$ cat config.mk
export PLATFORM = sky130hd
export DESIGN_NAME = clock_gen_ctrl
export DESIGN_NICKNAME = d
export VERILOG_FILES = /design/src/verilog/smb_line_sampler.v /design/src/verilog/test_mode_latch.v /design/src/verilog/clock_gen_ctrl.v
export VERILOG_INCLUDE_DIRS = /design/src /design/src/verilog
export SDC_FILE = /design/constraint.sdc
export NUM_CORES = 1
export LEC_CHECK = 0
export BUFFER_PORTS_ARGS = -buffer_cell sky130_fd_sc_hd__buf_2
export CAP_MARGIN = 20
export CORE_ASPECT_RATIO = 0.6
export CORE_MARGIN = 5
export CORE_UTILIZATION = 42
export DETAILED_ROUTE_END_ITERATION = 6
export SLEW_MARGIN = 5
export SYNTH_ARGS = -nofsm -noshare
export SYNTH_HDL_FRONTEND = slang
export SYNTH_SLANG_ARGS = --single-unit
$ cat constraint.sdc
create_clock -name clk_in -period 2.32 [get_ports clk_in]
set_clock_uncertainty 0.1 [all_clocks]
set_input_delay 0.464 -clock clk_in [delete_from_list [all_inputs] [get_ports clk_in]]
set_output_delay 0.464 -clock clk_in [all_outputs]
set_load 0.05 [all_outputs]
$ cat src/verilog/clock_gen_regs.vh
// Register map, field positions and reset values of the clock generator control bank.
// Assumes inclusion by the design files and the test bench of this bank.
`ifndef CLOCK_GEN_REGS_VH
`define CLOCK_GEN_REGS_VH

// ----------------------------------------
// Byte offsets
// ----------------------------------------
`define REG_CPU_DIV 8'h05
`define REG_PANEL_DIV 8'h09
`define REG_REV_VENDOR 8'h0B
`define REG_PART 8'h0C
`define REG_SPARE_A 8'h0D
`define REG_SPARE_B 8'h0E
`define REG_READ_LEN 8'h0F
`define REG_RSVD_FIRST 8'h10
`define REG_RSVD_LAST 8'h28
`define REG_PROG_EN 8'h29

// ----------------------------------------
// Fields and reset values
// ----------------------------------------
`define READ_LEN_MSB 5
`define READ_LEN_RESET 6'h0F
`define PROG_EN_RESET 2'h0
`define CPU_GATE_BIT 1
`define PANEL_GATE_BIT 0
// Identity codes: arbitrary values
`define REV_CODE 4'h1
`define VENDOR_CODE 4'h5
`define PART_CODE 4'hA
`define RSVD_NIBBLE 4'h0
`define RSVD_PAIR 2'h0
`define ZERO_BYTE 8'h00
`define RELEASE_BYTE 8'hFF

// ----------------------------------------
// Divider presets
// ----------------------------------------
`define FS_CPU_TOP 2'h3
`define CPU_DIV_TOP 8'h7D
`define CPU_DIV_OTHER 8'h60
`define PANEL_DIV_RESET 8'h00

// ----------------------------------------
// Serial bus
// ----------------------------------------
`define SMB_ADDR 7'h69
`define BIT_LAST 3'h7
`define BIT_FIRST 3'h0

`endif

$ cat src/verilog/smb_line_sampler.v
// Samples the two serial bus lines and flags start, stop and clock edges.
// Assumes both lines synchronous to clk_in and idle high.
`include "clock_gen_regs.vh"

module smb_line_sampler (
	// Clock and control
	input wire clk_in,
	input wire rst_n_in,
	input wire ce_in,
	// Bus lines
	input wire scl_in,
	input wire sda_in,
	// Events
	output wire start_out,
	output wire stop_out,
	output wire scl_rise_out,
	output wire scl_fall_out,
	output wire sda_bit_out
);

	reg scl_now;
	reg sda_now;
	reg scl_prev;
	reg sda_prev;

	always @(posedge clk_in) begin
		if (!rst_n_in) begin
			scl_now <= 1'b1;
			sda_now <= 1'b1;
			scl_prev <= 1'b1;
			sda_prev <= 1'b1;
		end else if (ce_in) begin
			scl_now <= scl_in;
			sda_now <= sda_in;
			scl_prev <= scl_now;
			sda_prev <= sda_now;
		end
	end

	assign start_out = scl_now & scl_prev & sda_prev & ~sda_now;
	assign stop_out = scl_now & scl_prev & ~sda_prev & sda_now;
	assign scl_rise_out = scl_now & ~scl_prev;
	assign scl_fall_out = ~scl_now & scl_prev;
	assign sda_bit_out = sda_now;

endmodule

$ cat src/verilog/test_mode_latch.v
// Power-up capture of the test select pin and live output mode control.
// Assumes rst_n_in is the power-on reset of the part.
`include "clock_gen_regs.vh"

module test_mode_latch (
	// Clock and control
	input wire clk_in,
	input wire rst_n_in,
	input wire ce_in,
	// Test pins
	input wire test_sel_in,
	input wire test_choice_in,
	// Output mode
	output reg test_mode_out,
	output reg clk_outputs_on_out,
	output reg ref_div_select_out
);

	reg captured;

	always @(posedge clk_in) begin
		if (!rst_n_in) begin
			captured <= 1'b0;
			test_mode_out <= 1'b0;
			clk_outputs_on_out <= 1'b1;
			ref_div_select_out <= 1'b0;
		end else if (ce_in) begin
			// First enabled edge after power-up only
			if (!captured) begin
				captured <= 1'b1;
				test_mode_out <= test_sel_in;
			end
			// Mode sticky until power cycle; in test mode outputs follow the test choice pin on every enabled edge
			clk_outputs_on_out <= ~test_mode_out | test_choice_in;
			ref_div_select_out <= test_mode_out & test_choice_in;
		end
	end

endmodule

$ cat src/verilog/clock_gen_ctrl.v
// Control register bank of the clock generator, reached over the serial bus pins.
// Assumes a bus master doing block writes and block reads; lines synchronous to clk_in.
`include "clock_gen_regs.vh"

// Function
// Read-only byte: revision high, vendor low nibble
// Read-only part code in bits 7:4
// Six-bit byte count sets block read length
// CPU divider written only when its gate set
// Panel divider written only when its gate set
// Bytes 16 to 40 have no function
// Test select pin sampled at power-up
// Test mode left only by power cycle
// Test choice pin: high-Z or divided reference
// CPU divider preset from latched frequency select
// Reserved bits and bytes ignore writes, read default
module clock_gen_ctrl (
	// Clock and control
	input wire clk_in,
	input wire rst_n_in,
	input wire ce_in,
	// Serial bus
	input wire scl_in,
	input wire sda_in,
	output reg sda_out,
	output reg sda_oe_n_out,
	// Straps and test pins
	input wire [1:0] freq_sel_in,
	input wire test_sel_in,
	input wire test_choice_in,
	// Clock output control
	output wire test_mode_out,
	output wire clk_outputs_on_out,
	output wire ref_div_select_out,
	output reg [7:0] cpu_divider_out,
	output reg [7:0] panel_divider_out
);

	// ----------------------------------------
	// States
	// ----------------------------------------
	localparam ST_IDLE = 3'h0;
	localparam ST_ADDR = 3'h1;
	localparam ST_CMD = 3'h2;
	localparam ST_WCNT = 3'h3;
	localparam ST_WDATA = 3'h4;
	localparam ST_ACK = 3'h5;
	localparam ST_TX = 3'h6;
	localparam ST_TXACK = 3'h7;

	wire start_p;
	wire stop_p;
	wire rise_p;
	wire fall_p;
	wire sda_bit;

	reg [2:0] state;
	reg [2:0] after_ack;
	reg [2:0] bit_cnt;
	reg [7:0] shreg;
	reg [7:0] tx_byte;
	reg got_byte;
	reg first_tx;
	reg host_acked;
	reg [7:0] ptr;
	reg [7:0] wr_left;
	reg [5:0] rd_left;
	reg [5:0] read_length;
	reg [1:0] prog_enable;
	reg preset_done;
	reg [7:0] next_tx;

	// ----------------------------------------
	// Submodules
	// ----------------------------------------
	smb_line_sampler u_lines (
		.clk_in(clk_in),
		.rst_n_in(rst_n_in),
		.ce_in(ce_in),
		.scl_in(scl_in),
		.sda_in(sda_in),
		.start_out(start_p),
		.stop_out(stop_p),
		.scl_rise_out(rise_p),
		.scl_fall_out(fall_p),
		.sda_bit_out(sda_bit)
	);

	test_mode_latch u_test (
		.clk_in(clk_in),
		.rst_n_in(rst_n_in),
		.ce_in(ce_in),
		.test_sel_in(test_sel_in),
		.test_choice_in(test_choice_in),
		.test_mode_out(test_mode_out),
		.clk_outputs_on_out(clk_outputs_on_out),
		.ref_div_select_out(ref_div_select_out)
	);

	// ----------------------------------------
	// Register read decode
	// ----------------------------------------
	function [7:0] read_reg;
		input [7:0] addr;
		begin
			case (addr)
				`REG_REV_VENDOR: read_reg = {`REV_CODE, `VENDOR_CODE};
				`REG_PART: read_reg = {`PART_CODE, `RSVD_NIBBLE};
				`REG_READ_LEN: read_reg = {`RSVD_PAIR, read_length};
				`REG_PROG_EN: read_reg = {6'h00, prog_enable};
				`REG_CPU_DIV: read_reg = cpu_divider_out;
				`REG_PANEL_DIV: read_reg = panel_divider_out;
				default: read_reg = `ZERO_BYTE;
			endcase
		end
	endfunction

	// Offset of the following byte; wraps from 8'hFF to 8'h00
	function [7:0] next_ptr;
		input [7:0] addr;
		begin
			next_ptr = addr + 8'h01;
		end
	endfunction

	// Bytes still owed to the host in a block read
	function [5:0] next_left;
		input [5:0] left;
		begin
			next_left = left - 6'h01;
		end
	endfunction

	// Byte to send next: count first, then data, then released line
	always @* begin
		if (first_tx) begin
			next_tx = {`RSVD_PAIR, read_length};
		end else if (rd_left != 6'h00) begin
			next_tx = read_reg(ptr);
		end else begin
			next_tx = `RELEASE_BYTE;
		end
	end

	// ----------------------------------------
	// Bus protocol and register writes
	// ----------------------------------------
	always @(posedge clk_in) begin
		if (!rst_n_in) begin
			state <= ST_IDLE;
			after_ack <= ST_IDLE;
			bit_cnt <= `BIT_FIRST;
			shreg <= `ZERO_BYTE;
			tx_byte <= `RELEASE_BYTE;
			got_byte <= 1'b0;
			first_tx <= 1'b1;
			host_acked <= 1'b0;
			ptr <= `ZERO_BYTE;
			wr_left <= `ZERO_BYTE;
			rd_left <= 6'h00;
			read_length <= `READ_LEN_RESET;
			prog_enable <= `PROG_EN_RESET;
			preset_done <= 1'b0;
			cpu_divider_out <= `CPU_DIV_OTHER;
			panel_divider_out <= `PANEL_DIV_RESET;
			sda_out <= 1'b0;
			sda_oe_n_out <= 1'b1;
		end else if (ce_in) begin
			if (stop_p) begin
				state <= ST_IDLE;
				sda_oe_n_out <= 1'b1;
			end else if (start_p) begin
				state <= ST_ADDR;
				bit_cnt <= `BIT_FIRST;
				got_byte <= 1'b0;
				first_tx <= 1'b1;
				sda_oe_n_out <= 1'b1;
			end else begin
				case (state)
					ST_ADDR, ST_CMD, ST_WCNT, ST_WDATA: begin
						if (rise_p && !got_byte) begin
							shreg <= {shreg[6:0], sda_bit};
							bit_cnt <= bit_cnt + 3'h1;
							if (bit_cnt == `BIT_LAST) begin
								got_byte <= 1'b1;
							end
						end else if (fall_p && got_byte) begin
							got_byte <= 1'b0;
							sda_oe_n_out <= 1'b0;
							state <= ST_ACK;
							case (state)
								ST_ADDR: begin
									if (shreg[7:1] == `SMB_ADDR) begin
										after_ack <= shreg[0] ? ST_TX : ST_CMD;
									end else begin
										sda_oe_n_out <= 1'b1;
										state <= ST_IDLE;
									end
								end
								ST_CMD: begin
									ptr <= shreg;
									after_ack <= ST_WCNT;
								end
								ST_WCNT: begin
									wr_left <= shreg;
									after_ack <= ST_WDATA;
								end
								default: begin
									after_ack <= ST_WDATA;
									if (wr_left != `ZERO_BYTE) begin
										wr_left <= wr_left - 8'h01;
										ptr <= next_ptr(ptr);
										case (ptr)
											`REG_READ_LEN: begin
												read_length <= shreg[`READ_LEN_MSB:0];
											end
											`REG_PROG_EN: begin
												prog_enable <= shreg[`CPU_GATE_BIT:`PANEL_GATE_BIT];
											end
											`REG_CPU_DIV: begin
												if (prog_enable[`CPU_GATE_BIT]) begin
													cpu_divider_out <= shreg;
												end
											end
											`REG_PANEL_DIV: begin
												if (prog_enable[`PANEL_GATE_BIT]) begin
													panel_divider_out <= shreg;
												end
											end
											default: begin
												ptr <= next_ptr(ptr);
											end
										endcase
									end
								end
							endcase
						end
					end
					ST_ACK: begin
						if (fall_p) begin
							bit_cnt <= `BIT_FIRST;
							if (after_ack == ST_TX) begin
								tx_byte <= {next_tx[6:0], 1'b1};
								sda_oe_n_out <= next_tx[7];
								if (first_tx) begin
									first_tx <= 1'b0;
									rd_left <= read_length;
								end else if (rd_left != 6'h00) begin
									rd_left <= next_left(rd_left);
									ptr <= next_ptr(ptr);
								end
								state <= ST_TX;
							end else begin
								sda_oe_n_out <= 1'b1;
								state <= after_ack;
							end
						end
					end
					ST_TX: begin
						if (fall_p) begin
							if (bit_cnt == `BIT_LAST) begin
								sda_oe_n_out <= 1'b1;
								state <= ST_TXACK;
							end else begin
								sda_oe_n_out <= tx_byte[7];
								tx_byte <= {tx_byte[6:0], 1'b1};
								bit_cnt <= bit_cnt + 3'h1;
							end
						end
					end
					ST_TXACK: begin
						if (rise_p) begin
							host_acked <= ~sda_bit;
						end else if (fall_p) begin
							if (host_acked) begin
								after_ack <= ST_TX;
								bit_cnt <= `BIT_FIRST;
								tx_byte <= {next_tx[6:0], 1'b1};
								sda_oe_n_out <= next_tx[7];
								if (first_tx) begin
									first_tx <= 1'b0;
									rd_left <= read_length;
								end else if (rd_left != 6'h00) begin
									rd_left <= next_left(rd_left);
									ptr <= next_ptr(ptr);
								end
								state <= ST_TX;
							end else begin
								state <= ST_IDLE;
							end
						end
					end
					default: begin
						sda_oe_n_out <= 1'b1;
					end
				endcase
			end
			// Divider preset from frequency strap, once after power-up
			if (!preset_done) begin
				preset_done <= 1'b1;
				if (freq_sel_in == `FS_CPU_TOP) begin
					cpu_divider_out <= `CPU_DIV_TOP;
				end else begin
					cpu_divider_out <= `CPU_DIV_OTHER;
				end
			end
		end
	end

endmodule

==> results.txt <==
The flow ran to the end, and the final reports show no timing, DRC or antenna violations. The global-route wire length before repair came out at 24,140 µm. The total area of sequential cells is 0.001644 mm². The violation count after the first detailed-route iteration came out at between 400 and 500. The number of nets in the layout came out at around 670.

Max-cap violations in this run came to 0. The count of state elements after synthesis came out at 82. The TritonCTS buffer count came out at 9.

The final setup violation count is 0. STA classifies the critical path startpoint as a register. The category of the critical setup timing path is reg2reg. The average footprint of a synthesized cell came out at around 8 µm². The count of flip-flops with a built-in enable after synthesis came out at 0. The number of diodes came out at 0. The detailed router placed around 4,900 vias in this run. The maximum fanout along the worst path came out at 5. The path class of the tightest hold or removal check is in2reg. The data arrival time at the worst-slack endpoint is ~2.4 ns. Compared with the post-synthesis result, the final layout area differs by 17.37%. The routability congestion estimate is 0.9172.

Power spread over the standard cell area amounts to roughly 590 mW/mm². The routed length per placed instance came out at 18.46 µm. The Yosys warning count is 0. The post-detailed-route via-to-cell ratio came out at about 6. The number of nets handed over by synthesis was around 640. In this run the static leakage power is 2.208 nW. The reg2reg setup slack is approximately 0.11 ns. The cell type with the highest aggregate area in the netlist is dfxtp_1. TritonCTS built the clock tree. The pre-CTS worst setup slack came out at 0.01991 ns.

The count of unresolved DRC violations after routing came out at 0. The register area share after synthesis came out at 33.56%. The library cells used most frequently in the layout, excluding fill and tap cells, are dfxtp_1, nand2_1, nor2_1, buf_4, a21oi_1. The post-route netlist has 18.33% of its cells at a drive strength greater than 1. The clock network latency to the later pin of the worst-skew pair is 0.34 ns. Across all setup checks in the final design, the least slack found is roughly 0.11 ns.

The number of buffer cells added on primary ports came out at 28. The initial antenna violation count is 0. Across the VDD grid, the largest voltage drop is between 0.3 and 0.4 mV. The mapped netlist covers ~0.0049 mm².

The library cell used most frequently in the layout, excluding fill and tap cells, is dfxtp_1. Setup repair after global routing could not meet its margin everywhere. In this run the vertical extent of the chip is 93.59 µm. In the final timing run, aggregate negative setup slack is 0 ns. The via count of the first global-routing pass was approximately 4,400. The clock transition at the registers of the reported paths is about 0.060 ns. Entering global routing, the biggest net connects 50 pins. Static timing analysis puts the maximum clock frequency at approximately 450 MHz. The max-slew violation total from the final report came to 0. For this run, asynchronously set or reset flops after synthesis account for 0%. The tree is rooted in a clkbuf_16.

The gate count of the mapped netlist is ~620. The starting density of the core came out at 43.15%. Ranked by total cell area, the synthesized netlist is headed by dfxtp_1, nand2_1, a21oi_1. After global routing the overflow that remains totals 0. The buffer levels on the longest clock path came out at 2. The detailed-routing iteration count for the pre-antenna-repair pass is 5. The post-route cell area came out at roughly 0.0057 mm². In this run the cell area measured after placement is about 0.0054 mm². The multi-input combinational cell area came out at between 0.002 and 0.003 mm².

At the pin with the least slew margin, the transition time is approximately 0.56 ns. The post-route antenna net violation count came out at 0. The final routed wirelength across all metal layers is 15,140 µm. In this run the standard cell core region covers ~0.011 mm². The period utilization came out at 95.32%. The HPWL after detailed placement came out at 11,140 µm. After clock tree synthesis, the flow added hold-fix buffers numbering 0. In this run the tightest slew margin relative to its limit is approximately 63%. The die boundary width came out at around 150 µm. In this run the number of H-tree levels came out at 3. The most used flip-flop cell after synthesis is dfxtp_1. The data required time at the worst endpoint is between 2 and 2.5 ns. In this run the count of I/O pins placed on the die edge is 30. The number of library cell types mapped by synthesis is 84. The worst setup path is captured at a register. The clock sink total came out at roughly 80. In the global route stage, overall resource usage came out at between 20% and 30%. The number of inserted filler cells in the final layout is about 1,100.

The shortest clock period the worst path allows after layout is 2.211 ns. The floorplan has 30 rows. The die covers between 0.01 and 0.015 mm². The count of final hold-check violations is 0.

The fraction of post-synthesis cell area in the top cell type by area came out at between 30% and 40%.
[cell usage after synthesis (3+ instances only)]
cell and number:
o311ai_0 6, o32a_1 5, o21a_1 3, a21o_1 4, a211oi_1 8, ha_1 8, nand4_1 6, inv_1 15
and3b_1 5, o21ai_0 28, nor3b_1 6, or3_1 6, a211o_1 3, buf_4 6, dfxtp_1 82, nand2_1 78
or4_1 5, nor4_1 4, clkbuf_1 26, and2_1 11, o22ai_1 4, o31ai_1 10, a21oi_1 45, and3_1 7
buf_1 6, nand3_1 23, a31oi_1 10, nand2b_1 9, o21ai_1 4, nor2_1 55, buf_2 9, buf_6 3
o211ai_1 5, o31a_1 3, a311oi_1 4, a211oi_2 4, mux2i_1 20, a41o_1 3, nor3_1 14, nor2b_1 9
[logic make-up after synthesis]
family | share of synthesized area (%)
AO/OA/AOI/OAI | 25.30
XOR/XNOR | 0.6909
adder cells (fa/ha/maj) | 2.047
buffers and inverters | 6.293
flip-flops | 33.56
multiplexers | 4.554
other | 0.07667
AND/OR/NAND/NOR | 27.48
[where the power goes]
group,switching (mW),internal (mW),total [mW],leakage (nW)
Sequential,0.0288,1.42,1.45,0.664
Clock,0.603,1.08,1.68,0.166
Combinational,0.175,0.0896,0.265,1.38
[path summary, 6_finish.rpt]
check                            startpoint                   endpoint  cells after the start
hold reg to reg   u_test.ref_div_select_out  u_test.ref_div_select_out                      2
hold / removal                       scl_in            u_lines.scl_now                      3
setup reg to reg                 bit_cnt[0]                 bit_cnt[0]                      7
setup / recovery                 bit_cnt[0]                 bit_cnt[0]                      7
[area by class of cell]
class	instances	share of cell area, %
Multi-Input combinational cell	469	51.53
Sequential cell	82	28.64
Timing Repair Buffer	77	9.285
Clock buffer	11	4.228
Tap cell	160	3.487
Clock inverter	4	1.722
Inverter	17	1.112
[repair_timing]
item                       CTS  global route
resized for setup            0             9
setup endpoints to repair    0            33
setup buffers                0             3
[sequential cells by signal, summed over array words and instances, names as in the netlist, 3 cells and up]
register,count
state,3
wr_left,8
read_length,6
after_ack,3
tx_byte,7
rd_left,6
shreg,8
ptr,8
bit_cnt,3
cpu_divider_out,8
panel_divider_out,8
[through the flow]
| step | std cells | power (mW) | utilization [%] | hold WS [ns] |
|---|---|---|---|---|
| 4_1_cts | 817 | 3.404 | 50.28 | 0.2393 |
| 3_3_place_gp | 802 | 1.738 | 47.26 | 0.3463 |
| 5_1_grt | 820 | 3.499 | 50.64 | 0.2477 |
| 6_report | 820 | 3.401 | 50.64 | 0.2397 |
| 2_1_floorplan | 618 | 1.659 | - | 0.3310 |
| 3_5_place_dp | 802 | 1.743 | 47.26 | 0.3588 |
[critical path, stage by stage (launching register included)]
cell	delay, ns
dfxtp_1	0.34
ha_1	0.22
ha_2	0.21
nor3b_1	0.18
o22ai_1	0.09
a211o_1	0.33
or4_1	0.48
a31oi_1	0.20
[metal layers]
metal | global-route usage (%) | up-vias | wire [µm]
met3 | 6.053 | 21 | 1248
met1 | 33.20 | 2389 | 7592
met4 | 4.417 | 0 | 217
met2 | 30.69 | 171 | 6081
li1 | - | 2335 | -
met5 | 0 | - | 0
(Power assumes the default switching activity.)
